$ cat src/flash_erase_pkg.sv
package flash_erase_pkg;

  // Bus and register map
  localparam int          ADDR_W        = 12;
  localparam logic [11:0] OFS_POINTER   = 12'h000;
  localparam logic [11:0] OFS_CONTROL   = 12'h004;
  localparam logic [11:0] OFS_UNLOCK    = 12'h008;
  localparam logic [11:0] OFS_STATUS    = 12'h00C;

  // Program address pointer
  localparam int PTR_W      = 22;
  localparam int BLOCK_LSB  = 5;
  localparam int BLOCK_W    = PTR_W - BLOCK_LSB;
  localparam int BLOCK_WORDS = 32;
  localparam int BLOCK_BYTES = 64;

  // Control register bit positions
  localparam int CTRL_START       = 0;
  localparam int CTRL_WRITE_GATE  = 1;
  localparam int CTRL_ERASE_SEL   = 2;
  localparam int CTRL_CONFIG_SEL  = 3;
  localparam int CTRL_PROGRAM_SEL = 4;

  // Status register bit positions
  localparam int STAT_BUSY   = 0;
  localparam int STAT_REFUSE = 1;

  // Unlock keys
  localparam logic [7:0] UNLOCK_KEY_FIRST  = 8'h55;
  localparam logic [7:0] UNLOCK_KEY_SECOND = 8'hAA;

  // Reset values
  localparam logic [21:0] POINTER_RST = 22'h00_0000;
  localparam logic [31:0] RDATA_RST   = 32'h0000_0000;

  // Erase timing
  localparam int ERASE_TIME_US = 2000;
  localparam int CLK_MHZ       = 10;
  localparam int ERASE_CYCLES  = ERASE_TIME_US * CLK_MHZ;
  localparam int CNT_W         = 24;

  typedef enum logic [2:0] {
    UNL_IDLE  = 3'b001,
    UNL_FIRST = 3'b010,
    UNL_ARMED = 3'b100
  } unlock_t;

  typedef enum logic [1:0] {
    SEQ_IDLE  = 2'b01,
    SEQ_ERASE = 2'b10
  } seq_t;

endpackage : flash_erase_pkg

$ cat src/erase_timer_if.sv
`timescale 1ns/1ps
interface erase_timer_if;
  logic                                  start;
  logic [flash_erase_pkg::CNT_W-1:0]     cycles;
  logic                                  done;

  modport sequencer (output start, output cycles, input done);
  modport timer     (input start, input cycles, output done);
endinterface : erase_timer_if

$ cat src/erase_timer.sv
`timescale 1ns/1ps
module erase_timer (
  input  wire logic   pclk,
  input  wire logic   presetn,
  erase_timer_if.timer tmr
);

  typedef struct packed {
    logic [flash_erase_pkg::CNT_W-1:0] cnt;
    logic                              run;
    logic                              done;
  } timer_state_t;

  timer_state_t st_ff;
  timer_state_t nxt_st;

  ////////////////////////////////////////////////////////////////////////////
  always_comb begin
    nxt_st      = st_ff;
    nxt_st.done = 1'b0;
    if (tmr.start && !st_ff.run) begin
      // Load one less so done lands exactly after the programmed count
      nxt_st.cnt = tmr.cycles - flash_erase_pkg::CNT_W'(1);
      nxt_st.run = 1'b1;
    end else if (st_ff.run) begin
      if (st_ff.cnt == '0) begin
        nxt_st.run  = 1'b0;
        nxt_st.done = 1'b1;
      end else begin
        nxt_st.cnt = st_ff.cnt - flash_erase_pkg::CNT_W'(1);
      end
    end
  end

  always_ff @(posedge pclk or negedge presetn) begin
    if (!presetn) begin
      st_ff <= '0;
    end else begin
      st_ff <= nxt_st;
    end
  end

  assign tmr.done = st_ff.done;

endmodule : erase_timer

$ cat src/flash_block_erase_sequencer.sv
`timescale 1ns/1ps
// Operation
// - Erase unit is one 64-byte block
// - Self-started erase never exceeds one block
// - Pointer bits 21:5 pick block
// - No erase while write gate clear
// - Erase select makes start a block erase
// - Start bit after unlock begins erase
// - Core stalled for whole long write
// - Internal timer ends the erase
// - Erase lasts about 2 ms
module flash_block_erase_sequencer #(
  parameter int ERASE_CYCLES = flash_erase_pkg::ERASE_CYCLES
) (
  input  wire logic                                    pclk,
  input  wire logic                                    presetn,
  input  wire logic                                    psel,
  input  wire logic                                    penable,
  input  wire logic                                    pwrite,
  input  wire logic [flash_erase_pkg::ADDR_W-1:0]      paddr,
  input  wire logic [31:0]                             pwdata,
  output logic      [31:0]                             prdata,
  output logic                                         pready,
  output logic                                         pslverr,
  output logic                                         cpu_stall,
  output logic                                         flash_erase_req,
  output logic      [flash_erase_pkg::BLOCK_W-1:0]     flash_block_addr,
  output logic                                         erase_done
);

  typedef struct packed {
    flash_erase_pkg::seq_t                  seq;
    flash_erase_pkg::unlock_t               unlock;
    logic [flash_erase_pkg::PTR_W-1:0]      pointer;
    logic                                   write_gate;
    logic                                   erase_sel;
    logic                                   config_sel;
    logic                                   program_sel;
    logic                                   refused;
    logic [31:0]                            prdata;
    logic                                   pready;
    logic                                   pslverr;
    logic                                   stall;
    logic                                   erase_req;
    logic [flash_erase_pkg::BLOCK_W-1:0]    block_addr;
    logic                                   erase_done;
  } seq_state_t;

  seq_state_t st_ff;
  seq_state_t nxt_st;

  erase_timer_if tmr_if ();

  erase_timer u_erase_timer (
    .pclk    (pclk),
    .presetn (presetn),
    .tmr     (tmr_if.timer)
  );

  function automatic logic addr_is(input logic [flash_erase_pkg::ADDR_W-1:0] a,
                                   input logic [flash_erase_pkg::ADDR_W-1:0] ofs);
    addr_is = (a == ofs);
  endfunction : addr_is

  // Unmapped offsets answer with an error; a write there changes no register but still resets the unlock chain
  function automatic logic addr_mapped(input logic [flash_erase_pkg::ADDR_W-1:0] a);
    addr_mapped = addr_is(a, flash_erase_pkg::OFS_POINTER) ||
                  addr_is(a, flash_erase_pkg::OFS_CONTROL) ||
                  addr_is(a, flash_erase_pkg::OFS_UNLOCK)  ||
                  addr_is(a, flash_erase_pkg::OFS_STATUS);
  endfunction : addr_mapped

  logic access;
  logic wr_done_any;
  logic wr_commit;
  logic rd_commit;
  logic start_req;
  logic start_ok;
  logic busy;
  logic armed;
  logic first_seen;

  logic sel_pointer;
  logic sel_control;
  logic sel_unlock;
  logic sel_status;
  logic key_first;
  logic key_second;

  // Decoded once, shared by read mux, write path and start gate
  assign sel_pointer = addr_is(paddr, flash_erase_pkg::OFS_POINTER);
  assign sel_control = addr_is(paddr, flash_erase_pkg::OFS_CONTROL);
  assign sel_unlock  = addr_is(paddr, flash_erase_pkg::OFS_UNLOCK);
  assign sel_status  = addr_is(paddr, flash_erase_pkg::OFS_STATUS);
  assign key_first   = (pwdata[7:0] == flash_erase_pkg::UNLOCK_KEY_FIRST);
  assign key_second  = (pwdata[7:0] == flash_erase_pkg::UNLOCK_KEY_SECOND);
  assign armed       = (st_ff.unlock == flash_erase_pkg::UNL_ARMED);
  assign first_seen  = (st_ff.unlock == flash_erase_pkg::UNL_FIRST);

  // One wait state: pready rises on the first edge that sees penable high
  assign access      = psel && penable && !st_ff.pready;
  assign wr_done_any = psel && penable && st_ff.pready && pwrite;
  assign wr_commit   = wr_done_any && addr_mapped(paddr);
  assign rd_commit   = access && !pwrite;
  assign busy        = (st_ff.seq == flash_erase_pkg::SEQ_ERASE);
  assign start_req   = wr_commit && !busy && sel_control
                       && pwdata[flash_erase_pkg::CTRL_START];

  // Gate uses the values written together with the start bit
  assign start_ok  = start_req
                     && armed
                     && pwdata[flash_erase_pkg::CTRL_WRITE_GATE]
                     && pwdata[flash_erase_pkg::CTRL_ERASE_SEL]
                     && pwdata[flash_erase_pkg::CTRL_PROGRAM_SEL]
                     && !pwdata[flash_erase_pkg::CTRL_CONFIG_SEL];

  assign tmr_if.start  = start_ok;
  assign tmr_if.cycles = flash_erase_pkg::CNT_W'(ERASE_CYCLES);

  ////////////////////////////////////////////////////////////////////////////
  always_comb begin
    nxt_st            = st_ff;
    nxt_st.pready     = access;
    nxt_st.pslverr    = access && !addr_mapped(paddr);
    nxt_st.erase_done = 1'b0;

    // Read data captured one edge ahead, stable when pready rises
    if (rd_commit) begin
      nxt_st.prdata = flash_erase_pkg::RDATA_RST;
      if (sel_pointer) begin
        nxt_st.prdata[flash_erase_pkg::PTR_W-1:0] = st_ff.pointer;
      end else if (sel_control) begin
        nxt_st.prdata[flash_erase_pkg::CTRL_START]       = busy;
        nxt_st.prdata[flash_erase_pkg::CTRL_WRITE_GATE]  = st_ff.write_gate;
        nxt_st.prdata[flash_erase_pkg::CTRL_ERASE_SEL]   = st_ff.erase_sel;
        nxt_st.prdata[flash_erase_pkg::CTRL_CONFIG_SEL]  = st_ff.config_sel;
        nxt_st.prdata[flash_erase_pkg::CTRL_PROGRAM_SEL] = st_ff.program_sel;
      end else if (sel_status) begin
        nxt_st.prdata[flash_erase_pkg::STAT_BUSY]   = busy;
        nxt_st.prdata[flash_erase_pkg::STAT_REFUSE] = st_ff.refused;
      end
    end

    // Writes are dropped while erasing: the core is frozen then anyway
    if (wr_done_any && !busy) begin
      // Any write, mapped or not, breaks the key chain
      nxt_st.unlock = flash_erase_pkg::UNL_IDLE;
    end
    if (wr_commit && !busy) begin
      if (sel_pointer) begin
        nxt_st.pointer = pwdata[flash_erase_pkg::PTR_W-1:0];
      end else if (sel_control) begin
        nxt_st.write_gate  = pwdata[flash_erase_pkg::CTRL_WRITE_GATE];
        nxt_st.erase_sel   = pwdata[flash_erase_pkg::CTRL_ERASE_SEL];
        nxt_st.config_sel  = pwdata[flash_erase_pkg::CTRL_CONFIG_SEL];
        nxt_st.program_sel = pwdata[flash_erase_pkg::CTRL_PROGRAM_SEL];
      end else if (sel_unlock) begin
        if (key_first) begin
          nxt_st.unlock = flash_erase_pkg::UNL_FIRST;
        end else if (key_second && first_seen) begin
          nxt_st.unlock = flash_erase_pkg::UNL_ARMED;
        end
      end else if (sel_status) begin
        if (pwdata[flash_erase_pkg::STAT_REFUSE]) begin
          nxt_st.refused = 1'b0;
        end
      end
    end

    // Refusal set comes last so it beats a same-cycle clear
    if (start_req && !start_ok) begin
      nxt_st.refused = 1'b1;
    end

    // Only the timer ends the long write; software cannot cut it short
    unique case (st_ff.seq)
      flash_erase_pkg::SEQ_IDLE: begin
        if (start_ok) begin
          nxt_st.seq        = flash_erase_pkg::SEQ_ERASE;
          nxt_st.stall      = 1'b1;
          nxt_st.erase_req  = 1'b1;
          // Low pointer bits drop out: the block is always whole
          nxt_st.block_addr = st_ff.pointer[flash_erase_pkg::PTR_W-1:flash_erase_pkg::BLOCK_LSB];
        end
      end
      flash_erase_pkg::SEQ_ERASE: begin
        if (tmr_if.done) begin
          nxt_st.seq        = flash_erase_pkg::SEQ_IDLE;
          nxt_st.stall      = 1'b0;
          nxt_st.erase_req  = 1'b0;
          nxt_st.erase_done = 1'b1;
        end
      end
    endcase
  end

  always_ff @(posedge pclk or negedge presetn) begin
    if (!presetn) begin
      // Enum fields need legal one-hot codes, not the all-zero pattern
      st_ff             <= '0;
      st_ff.seq         <= flash_erase_pkg::SEQ_IDLE;
      st_ff.unlock      <= flash_erase_pkg::UNL_IDLE;
      st_ff.pointer     <= flash_erase_pkg::POINTER_RST;
      st_ff.prdata      <= flash_erase_pkg::RDATA_RST;
    end else begin
      st_ff <= nxt_st;
    end
  end

  // Every output is a flop of the state record
  assign prdata           = st_ff.prdata;
  assign pready           = st_ff.pready;
  assign pslverr          = st_ff.pslverr;
  assign cpu_stall        = st_ff.stall;
  assign flash_erase_req  = st_ff.erase_req;
  assign flash_block_addr = st_ff.block_addr;
  assign erase_done       = st_ff.erase_done;

endmodule : flash_block_erase_sequencer

$ cat config.mk
export PLATFORM = sky130hd
export DESIGN_NAME = flash_block_erase_sequencer
export DESIGN_NICKNAME = d
export VERILOG_FILES = /design/src/flash_erase_pkg.sv /design/src/erase_timer_if.sv /design/src/erase_timer.sv /design/src/flash_block_erase_sequencer.sv
export SDC_FILE = /design/constraint.sdc
export NUM_CORES = 1
export LEC_CHECK = 0
export BUFFER_PORTS_ARGS = -buffer_cell sky130_fd_sc_hd__buf_2
export CORE_UTILIZATION = 27
export CTS_BUF_LIST = sky130_fd_sc_hd__clkbuf_16
export DETAILED_ROUTE_END_ITERATION = 10
export HOLD_SLACK_MARGIN = 0.08
export REMOVE_ABC_BUFFERS = 1
export SYNTH_ARGS = -nofsm -noshare
export SYNTH_HDL_FRONTEND = slang
export SYNTH_SLANG_ARGS = --single-unit
export TNS_END_PERCENT = 20
$ cat constraint.sdc
create_clock -name pclk -period 2.6 [get_ports pclk]
set_input_delay 0.13 -clock pclk [delete_from_list [all_inputs] [get_ports pclk]]
set_output_delay 0.13 -clock pclk [all_outputs]
set_load 0.03 [all_outputs]
## Word level (Yosys, flattened, before mapping)

Cells that the tools add are included.

- Flip-flop bits (word level): 102
- Bits in latches: 0
- Memory bits (writable): 0
- Bits in read-only memories: 0
- Input port bits: 49
- Logic and storage cells: 109
- Memories: 0

- Add/subtract/negate cells: 1
- Multiply operators: 0
- Div/mod/pow operators: 0
- Magnitude comparators: 0
- Equality and inequality tests: 15
- Shift-type cells: 0
- Multiplexer cells: 33
- Bitwise logic cells: 1
- Reduce and logical (&&, ||, !) cells: 41

Operators with widths:

| cell | number |
|---|---|
| 2-to-1 mux 30 bit | 1 |
| 2-to-1 mux 26 bit | 1 |
| 2-to-1 mux 25 bit | 1 |
| == test 12 x 4 -> 1 bit, second input constant | 2 |
| zero test 24 bit | 1 |
| 2-to-1 mux 24 bit | 1 |
| subtractor 24 x 1 -> 24 bit, second input constant | 1 |
| 2-to-1 mux 22 bit | 1 |
| 2-to-1 mux 3 bit | 7 |
| logical AND 1 bit | 19 |
| 2-to-1 mux 19 bit | 1 |
| 2-to-1 mux 17 bit | 1 |
| == test 12 x 3 -> 1 bit, second input constant | 1 |
| zero test 12 bit | 1 |
| 2-to-1 mux 2 bit | 6 |
| 2-to-1 mux 5 bit | 2 |
| inequality test 2 x 1 -> 1 bit, second input constant | 5 |
| == test 8 x 7 -> 1 bit, second input constant | 1 |
| == test 8 bit, second input constant | 1 |
| 2-to-1 mux 1 bit | 8 |
| one-hot mux 2 bit (2 select lines) | 2 |
| AND reduction 2 bit | 4 |
| nonzero test 2 bit | 4 |
| zero test 1 bit | 7 |
| other kinds (10) | 12 |

## Longest topological paths before layout

Gate-level depths: netlist of run 1.

- Word-level depth: 17
- Gate-level depth with buffers: 8
- Mapped depth without buffers: 7

## By module

A second synthesis of run 1 with hierarchy kept.

- Cells, all modules: 529
- Area, all modules: 5577.8 µm²

Modules (own cells, without submodules):

| module | times used | cells each | area an instance (µm²) | seq. area each (µm²) |
|---|---|---|---|---|
| flash_block_erase_sequencer | 1 | 265 | 3422.0 | 1879.3 |
| erase_timer | 1 | 264 | 2155.8 | 650.6 |

## Worst setup path before layout of run 1

OpenSTA, ideal clock, no wires.

- Path kind: flip-flop to flip-flop
- Start: reg u_erase_timer.st_ff[19] (netlist name)
- End: reg u_erase_timer.st_ff[19] (netlist name)
- Setup time: 0.132 ns
- Arrival: 2.086 ns
- Required time: 2.468 ns
- Slack: 0.382 ns
- Cell stages (with the launch flop): 8
- Period minus slack after synthesis: 2.218 ns
- Cells stage by stage: dfrtp_1 -> or4_4 -> buf_6 -> or4_4 -> buf_6 -> o2111ai_1 -> xor2_1 -> nor2_1

- Longest elaborated chain between the ends: 4
- Elaborated cells between the ends (all ways): 7

RTL lines:

| item | line | text |
|---|---|---|
| start: declaration | erase_timer.sv:14 | `timer_state_t st_ff;` |
| start signal: assignment | erase_timer.sv:39 | `st_ff <= nxt_st;` |
| subtractor 24 x 1 -> 24 bit | erase_timer.sv:30 | `nxt_st.cnt = st_ff.cnt - flash_erase_pkg::CNT_W'(1);` |
| 2-to-1 mux 24 bit | erase_timer.sv:26 | `if (st_ff.cnt == '0) begin` |
| 2-to-1 mux 26 bit | erase_timer.sv:25 | `end else if (st_ff.run) begin` |
| 2-to-1 mux 25 bit | erase_timer.sv:21 | `if (tmr.start && !st_ff.run) begin` |

Several ways; a longest one is shown, not always the timed one. The select of a mux whose other input is x is not followed.
A chain may end at the register's enable or synchronous reset.

## Worst setup path in the final report of run 1

- Start: reg u_erase_timer.st_ff[2] (netlist name)
- End: reg u_erase_timer.st_ff[20] (netlist name)

The elaborated chain is that of the path after synthesis.

==> results.yml, run 1 <==
synthesis:
  synth_area_leaders: "dfrtp_1 (52%), buf_4 (7.8%), mux2_1 (7.5%), a22o_1 (3.1%), mux2_2 (2.6%)"
  synth-edff-count: 0
  synth_top_cell_area_share: 0.516
  yosysUniqueCellTypes: 59
  avgSynthCellArea_sq_um: 11.5
  synth_commonest_cells: "dfrtp_1 (99), buf_4 (50), mux2_1 (32), nor2_1 (23), nand2_1 (22)"
  yosysMostFrequentCell: "dfrtp_1"
  synth-seq-cells: 101
  yosys_warnings: 0
  synthFlopType: "dfrtp_1"
  synthCells: 417
  synth_top_area_cell: "dfrtp_1"
  yosysSeqAreaShare: 0.527
  netlist_area_sq_um: 4800
  async_reset_ff_frac: 1.00
place:
  dp.cells: 675
  io_buffers: 82
  place_congestion: 0.835
  dpl.hpwl_microns: 7120
finish:
  area_growth_pct: 18.4
  fill_cells: 1740
  stdcell_count: 715
  finish.net_count: 535
  drive_gt1_frac: 0.257
  antenna_cells: 0
worst_hold_path:
  min_path_type: "in2reg"
floorplan:
  io_pins: 103
  die_w_microns: 135
  rows: 48
  dieArea_sq_um: 18300
  core_sq_um: 17400
  start_util: 0.277
  die_h_microns: 135
sta:
  hold_viol: 0
  fin_crit_ps: 2320
  rsz0062_at_grt: "false"
  period_share: 0.893
  setup_tns_ps: 0
  fin_worst_skew_ps: 9.84
  max_freq_ghz: 0.431
  setup_viol: 0
  relSlewSlack: 0.476
  drv_slew: 0
  worst_pin_slew_ps: 786
clock_network:
  tritoncts: "done"
  clockBufferDepth: 2
  cts_root_buf: "clkbuf_16"
  ctsResizeCount: 0
  htreeDepth: 3
  cts_sinks: 101
  cts_setup_buffers: 0
  ctsHoldBuffers: 24
  clkTransAtPathRegs_ps: 70
  clk_latency_ps: 350
  numCtsBuffers: 9
global_route:
  grt_pass1_vias: 3374
  grt_first_pass_wirelength_microns: 17400
  grtUsageMet3: 0.0359
  globalRoute.busiestLayer: "met2"
  grt_start_max_net_pins: 60
  grt_use_total: 0.123
  use_met2: 0.201
  antenna_found_initial: 0
  gr-total-overflow: 0
  grt_use_met1: 0.152
detailed_routing:
  post_drt_wl_per_cell_microns: 14.7
  dr.first_iter.drc_count: 123
  drtPass1Iterations: 4
  num_vias: 3404
  totalWireLength_microns: 10500
  drc: 0
  drtAntennaViolNets: 0
  vias_per_cell: 4.76
critical_path:
  r2r_setup_slack_ps: 280
  crit_path_start: "u_erase_timer.st_ff[2]"
  slowest_delay_ps: 440
  crit_chain: "inv_1 -> ha_1 -> nor3b_1 -> nand4_1 -> nor4_1 -> xnor2_1 -> nor2_1"
  crit_fanout: 8
  rr_endpoint: "u_erase_timer.st_ff[20]"
  cp-end-kind: "flip-flop"
  r2r-start: "u_erase_timer.st_ff[2]"
  cp_data_required_time_ps: 2810
  arrival_ps: 2530
  cp-endpoint: "u_erase_timer.st_ff[20]"
  startpoint_type: "flip-flop"
  r2r_cells: 7
  path_class: "reg2reg"
  crit_slowest_cell: "nor3b_1"
power_and_ir_drop:
  powerDensity_nw_per_um2: 544
  cellLeakagePower_nw: 2.68
  ir_worst_vdd_uv: 294
flow_run:
  drv_cap: 0
outcome:
  status: "completed"
==> stage by stage <==
stage          setup WS [ps]  hold slack, ps   util  instance area (sq um)  power (mW)
3_3_place_gp             378             255  0.297                   5160        1.77
4_1_cts                  302            89.9  0.328                   5690        3.16
2_1_floorplan            265            -166      -                   4380        1.68
5_1_grt                 99.7            98.0  0.328                   5690        3.23
6_report                 277             108  0.328                   5690        3.10
3_5_place_dp             332             269  0.297                   5160        1.77
==> flip-flops by register name (all words and copies together), names as in the netlist <==
register,flops
st_ff,32
u_erase_timer.st_ff,25
prdata,22
flash_block_addr,17
cpu_stall,1
erase_done,1
pready,1
pslverr,1
u_erase_timer.tmr.done,1
==> layout make-up <==
class	count	area, sq um	area share
Sequential cell	101	2530	0.445
Clock inverter	7	66.3	0.0117
Timing Repair Buffer	114	726	0.128
Clock buffer	9	225	0.0396
Multi-Input combinational cell	251	1830	0.322
Tap cell	225	282	0.0495
Inverter	8	30.0	0.00528
==> logic make-up after synthesis <==
| kind of cell | count (synthesis) | synth area share |
|---|---|---|
| other | 1 | 0.000781 |
| multiplexers | 46 | 0.107 |
| adder cells (fa/ha/maj) | 1 | 0.00260 |
| AO/OA/AOI/OAI | 62 | 0.0953 |
| AND/OR/NAND/NOR | 118 | 0.141 |
| flip-flops | 101 | 0.527 |
| XOR/XNOR | 14 | 0.0255 |
| buffers and inverters | 74 | 0.101 |
==> report_power, final <==
part | total, mW | internal, mW | switching, mW
Sequential | 1.59 | 1.58 | 0.00517
Combinational | 0.180 | 0.0649 | 0.115
Clock | 1.33 | 0.741 | 0.588
Total | 3.10 | 2.39 | 0.708
==> cell usage in the layout, fill, tap and decap left out, types with 10 or more instances in the layout <==
cell,instances
nor3_1,14
mux2_1,32
dlygate4sd3_1,24
a22o_1,17
conb_1,10
buf_2,81
nor2_1,23
mux2_2,11
inv_1,10
dfrtp_1,99
nand2_1,22
==> worst min-delay path by stage <==
stage,start,to,depth (start not counted)
finish,pwdata[1],st_ff[60],2
global route,pwdata[1],st_ff[60],2
CTS,pwdata[1],st_ff[60],2
detailed placement,presetn,u_erase_timer.st_ff[6],1
global placement,presetn,u_erase_timer.st_ff[1],1
floorplan,presetn,cpu_stall,0
==> layer usage <==
metal / wire, microns / vias up
li1: - / 1591
met1: 4730 / 1686
met2: 5100 / 112
met3: 516 / 15
met4: 182 / 0
met5: 0 / -
==> critical path: cells and delay by family, from the launching register on <==
kind                       cells  cell delay [ps]
DFF                            1              410
xor gates and xnor gates       1              160
and+or+nand+nor                4             1340
buffers and inverters          1               70
adders and majority gates      1              190
Note: power is estimated with default switching activity, not from simulation.
==> inputs of run 2 (changes only) <==
==> constraint.sdc (replaced) <==
create_clock -name pclk -period 2.6 [get_ports pclk]
set_input_delay 0.39 -clock pclk [delete_from_list [all_inputs] [get_ports pclk]]
set_output_delay 0.39 -clock pclk [all_outputs]
set_load 0.03 [all_outputs]
==> run 2 against run 1 <==
Effect of this change: sequential power about the same; global-route usage decreased by 0.26 points; fmax increased by 3.9%; clock skew increased by 2.3 ps; hold slack improved by 150 ps; utilization decreased by 1.2 points; setup slack improved by 87 ps; final cell count decreased by 3.1%; clock power about the same; highest routed layer unchanged.
==> results.yml, run 2 (same netlist as run 1, synthesis figures left out) <==
outcome:
  status: "completed"
finish:
  antenna_cells: 0
  reg.largest.list: "st_ff x32, u_erase_timer.st_ff x25, prdata x22"
  fill_cells: 1772
  finish.net_count: 513
  largest_reg_flops: 32
  regMostFlops: "st_ff"
  area_growth_pct: 14.0
  multiInputGateArea_sq_um: 1830
  utilization: 0.316
  seq_area_sq_um: 2530
  layout_common_cells: "dfrtp_1 (99), buf_2 (81), mux2_1 (32)"
  final_common_cell: "dfrtp_1"
  drive_gt1_frac: 0.271
sta:
  worst_pin_slew_ps: 545
  fin_worst_skew_ps: 12.2
  setup_viol: 0
  relSlewSlack: 0.634
  max_freq_ghz: 0.447
  drv_slew: 0
  setup_tns_ps: 0
  period_share: 0.860
  rsz0062_at_grt: "false"
  hold_viol: 0
  fin_crit_ps: 2240
power_and_ir_drop:
  ir_worst_vdd_uv: 320
  cellLeakagePower_nw: 2.58
  powerDensity_nw_per_um2: 561
critical_path:
  arrival_ps: 2460
  worst-path-buf-inv: 0
  slowest_delay_ps: 610
  timing.critical_path.mode_cell: "or4_4"
  crit_chain: "or4_4 -> or4_4 -> o2111ai_1 -> xor2_1 -> nor2_1"
  cp-end-kind: "flip-flop"
  critPathTopFamily: "simple AND/OR/NAND/NOR gates"
  crit_fanout: 10
  cp_data_required_time_ps: 2830
  path_class: "reg2reg"
  startpoint_type: "flip-flop"
  crit_slowest_cell: "or4_4"
detailed_routing:
  vias_per_cell: 4.73
  drtAntennaViolNets: 0
  totalWireLength_microns: 10300
  post_drt_wl_per_cell_microns: 14.8
  num_vias: 3275
  drc: 0
  dr.first_iter.drc_count: 157
  drtPass1Iterations: 4
clock_network:
  ctsResizeCount: 0
  clockBufferDepth: 2
  cts_root_buf: "clkbuf_16"
  numCtsBuffers: 9
  htreeDepth: 3
  clk_latency_ps: 350
  clkTransAtPathRegs_ps: 70
  tritoncts: "done"
  cts_sinks: 101
floorplan:
  die_w_microns: 135
  dieArea_sq_um: 18300
  core_sq_um: 17400
  io_pins: 103
  die_h_microns: 135
  rows: 48
  start_util: 0.277
global_route:
  grt_pass1_vias: 3278
  grt_first_pass_wirelength_microns: 16800
  gr-total-overflow: 0
  grt_start_max_net_pins: 51
  antenna_found_initial: 0
  grt_use_total: 0.121
place:
  dpl.hpwl_microns: 7160
  io_buffers: 82
  place_congestion: 0.844
flow_run:
  drv_cap: 0
worst_hold_path:
  min_path_type: "in2reg"
-- run 2: cell count changes in the layout (fill, tap and decap cells not counted) --
cell	previous run	this run
dlygate4sd3_1	24	1
inv_1	10	9
buf_12	1	2
clkinv_1	1	2
-- run 2: timing repair --
action | in CTS | in global routing
hold buffers | 1 | 0
endpoints found under the hold margin | 30 | 0
endpoints found under the setup margin | 0 | 0
setup buffers | 0 | 0
-- run 2: metal layers --
metal	vias to the layer above	track usage	routed length (microns)
li1	1539	-	-
met1	1632	0.153	4660
met3	16	0.0243	422
met2	88	0.192	4940
met4	0	0.0680	273
met5	-	0	0
-- run 2: worst paths after layout --
kind	endpoint	slack [ps]	from	cells after the start
worst max-delay path	u_erase_timer.st_ff[19]	360	u_erase_timer.st_ff[19]	5
worst min-delay path	st_ff[77]	260	pwdata[18]	2
worst max register to register	u_erase_timer.st_ff[19]	360	u_erase_timer.st_ff[19]	5
worst min register to register	prdata[1]	490	prdata[1]	2
max in group asynchronous	st_ff[81]	1410	presetn	3
min in group asynchronous	u_erase_timer.st_ff[8]	520	presetn	2
-- run 2: area by class of cell --
| cell class | instances | area share |
|---|---|---|
| sequential | 101 | 0.462 |
| inverter | 8 | 0.00548 |
| multi-input combinational | 251 | 0.334 |
| timing repair buffer | 92 | 0.0941 |
| clock buffer | 9 | 0.0411 |
| clock inverter | 7 | 0.0121 |
| tap | 225 | 0.0514 |
-- run 2: power by group --
group          switching (mW)  internal [mW]
registers             0.00479           1.58
clock network           0.593          0.742
logic                   0.110         0.0434
-- run 2: stage by stage --
step | setup slack (ps) | cell area (sq um) | cells | power [mW] | hold slack, ps
floorplan | 265 | 4380 | 360 | 1.68 | 94.4
global placement | 346 | 5180 | 676 | 1.77 | 365
detailed placement | 259 | 5180 | 676 | 1.77 | 368
CTS | 349 | 5480 | 693 | 3.13 | 241
global route | 162 | 5480 | 693 | 3.20 | 251
finish | 365 | 5480 | 693 | 3.07 | 256
==> inputs of run 3 (changes only) <==
--- a/config.mk
+++ b/config.mk
@@ -6,10 +6,13 @@
 export NUM_CORES = 1
 export LEC_CHECK = 0
 export BUFFER_PORTS_ARGS = -buffer_cell sky130_fd_sc_hd__buf_2
+export CELL_PAD_IN_SITES_DETAIL_PLACEMENT = 0
+export CELL_PAD_IN_SITES_GLOBAL_PLACEMENT = 1
 export CORE_UTILIZATION = 27
 export CTS_BUF_LIST = sky130_fd_sc_hd__clkbuf_16
 export DETAILED_ROUTE_END_ITERATION = 10
 export HOLD_SLACK_MARGIN = 0.08
+export PLACE_DENSITY_LB_ADDON = 0.1
 export REMOVE_ABC_BUFFERS = 1
 export SYNTH_ARGS = -nofsm -noshare
 export SYNTH_HDL_FRONTEND = slang
==> run 3 against run 2 <==
Effect of this change: final cell count increased by 0.72%; fmax is essentially flat; sequential share of layout area fell by 0.22 points; first-iteration DRC count down 27%; utilization is 0.15 points higher; power down 1.0%.
==> results.yml, run 3 (same netlist as run 1, synthesis figures left out) <==
outcome:
  status: "completed"
power_and_ir_drop:
  powerDensity_nw_per_um2: 552
  p_int_mw: 2.29
  power_mw: 3.04
  pwr-share-seq: 0.521
  p_clk_frac: 0.428
  cellLeakagePower_nw: 2.60
  switching_share: 0.248
  pwr-share-comb: 0.051
  p_sw_uw: 753
  ir_worst_vdd_uv: 289
clock_network:
  htreeDepth: 3
  clockBufferDepth: 2
  clkTransAtPathRegs_ps: 70
  cts_setup_buffers: 0
  cts_sinks: 101
  tritoncts: "done"
  numCtsBuffers: 9
  clk_latency_ps: 350
  cts_root_buf: "clkbuf_16"
detailed_routing:
  totalWireLength_microns: 11300
  drc: 0
  drtPass1Iterations: 4
  post_drt_wl_per_cell_microns: 16.1
  dr.first_iter.drc_count: 114
  vias_per_cell: 4.67
  num_vias: 3261
  drtAntennaViolNets: 0
finish:
  fill_cells: 1803
  layout_common_cells: "dfrtp_1 (99), buf_2 (81), mux2_1 (32)"
  reg.largest.list: "st_ff x32, u_erase_timer.st_ff x25, prdata x22"
  design_area_sq_um: 5500
  largest_reg_flops: 32
  final_common_cell: "dfrtp_1"
  regMostFlops: "st_ff"
  antenna_cells: 0
  drive_gt1_frac: 0.281
  finish.net_count: 518
  utilization: 0.317
  area_growth_pct: 14.6
worst_hold_path:
  min_path_type: "in2reg"
  holdPathEnd: "st_ff[80]"
  hold-path-cell-count: 2
  hp-start: "pwdata[21]"
place:
  postPlaceCellArea_sq_um: 5210
  place_congestion: 0.704
  io_buffers: 82
  dpl.hpwl_microns: 7800
  dpl_worst_slack_ps: 290
floorplan:
  core_sq_um: 17400
  rows: 48
  die_w_microns: 135
  start_util: 0.277
  dieArea_sq_um: 18300
  io_pins: 103
  die_h_microns: 135
sta:
  setup_viol: 0
  relSlewSlack: 0.628
  max_freq_ghz: 0.447
  worst_pin_slew_ps: 544
  fin_crit_ps: 2240
  drv_slew: 0
  fin_worst_skew_ps: 9.08
  period_share: 0.860
  setup_tns_ps: 0
  timing.final.ws_setup_ps: 364
  hold_viol: 0
  rsz0062_at_grt: "false"
critical_path:
  startpoint_type: "flip-flop"
  cp-end-kind: "flip-flop"
  r2r_cells: 5
  r2r_setup_slack_ps: 360
  path_class: "reg2reg"
  rr_endpoint: "u_erase_timer.st_ff[13]"
  arrival_ps: 2460
  cp_data_required_time_ps: 2830
  crit_fanout: 4
  r2r-start: "u_erase_timer.st_ff[4]"
global_route:
  gr-total-overflow: 0
  grt_start_max_net_pins: 49
  grt_pass1_vias: 3311
  antenna_found_initial: 0
  grt_first_pass_wirelength_microns: 18400
  grt_use_total: 0.134
flow_run:
  drv_cap: 0
run 3: cell types whose count changed in the layout (fill, tap and decap cells not counted), sizes merged:
cell	previous run	this run
bufinv	1	0
clkinv	3	2
inv	10	12
buf	91	96
run 3: per-stage QoR:
| stage | hold WS (ps) | std cells |
|---|---|---|
| after floorplan | 94.4 | 360 |
| after global placement | 268 | 681 |
| after detailed placement | 270 | 681 |
| after CTS | 230 | 698 |
| after global routing | 246 | 698 |
| final | 252 | 698 |
run 3: worst max path at each step:
stage,from,end,cells past startpoint
global placement,u_erase_timer.st_ff[4],u_erase_timer.st_ff[13],5
detailed placement,paddr[9],flash_block_addr[15],6
finish,u_erase_timer.st_ff[4],u_erase_timer.st_ff[13],5
floorplan,pready,prdata[10],3
CTS,u_erase_timer.st_ff[4],u_erase_timer.st_ff[13],5
global route,u_erase_timer.st_ff[19],u_erase_timer.st_ff[2],5
run 3: power by group through the flow:
stage	logic [mW]	clock network [mW]	registers (mW)
3_5_place_dp	0.158	0	1.62
4_1_cts	0.160	1.37	1.59
3_3_place_gp	0.157	0	1.62
5_1_grt	0.173	1.42	1.59
2_1_floorplan	0.0385	0	1.64
6_report	0.155	1.30	1.59
run 3: layout make-up:
type | instances | area, sq um | area share
Clock buffer | 9 | 225 | 0.0409
Inverter | 8 | 30.0 | 0.00546
Timing Repair Buffer | 97 | 553 | 0.100
Clock inverter | 7 | 55.1 | 0.0100
Sequential cell | 101 | 2530 | 0.460
Multi-Input combinational cell | 251 | 1830 | 0.332
Tap cell | 225 | 282 | 0.0511
run 3: worst max-delay path, cell delays in order, from the launching register on:
cell,delay [ps]
dfrtp_1,420
or3_1,460
or3_1,430
a2111oi_0,550
xnor2_1,180
nand2_1,70
run 3: what timing repair did:
action / 4_1_cts / 5_1_grt
setup endpoints to repair: 0 / 0
resized for setup: 0 / 0
hold buffers: 1 / 0
hold endpoints to repair: 14 / 0
run 3: per-layer routing:
| metal | up-vias | wire length (microns) | GRT usage |
|---|---|---|---|
| li1 | 1552 | - | - |
| met1 | 1625 | 5320 | 0.175 |
| met2 | 75 | 5330 | 0.213 |
| met3 | 9 | 471 | 0.0258 |
| met4 | 0 | 137 | 0.0637 |
| met5 | - | 0 | 0 |
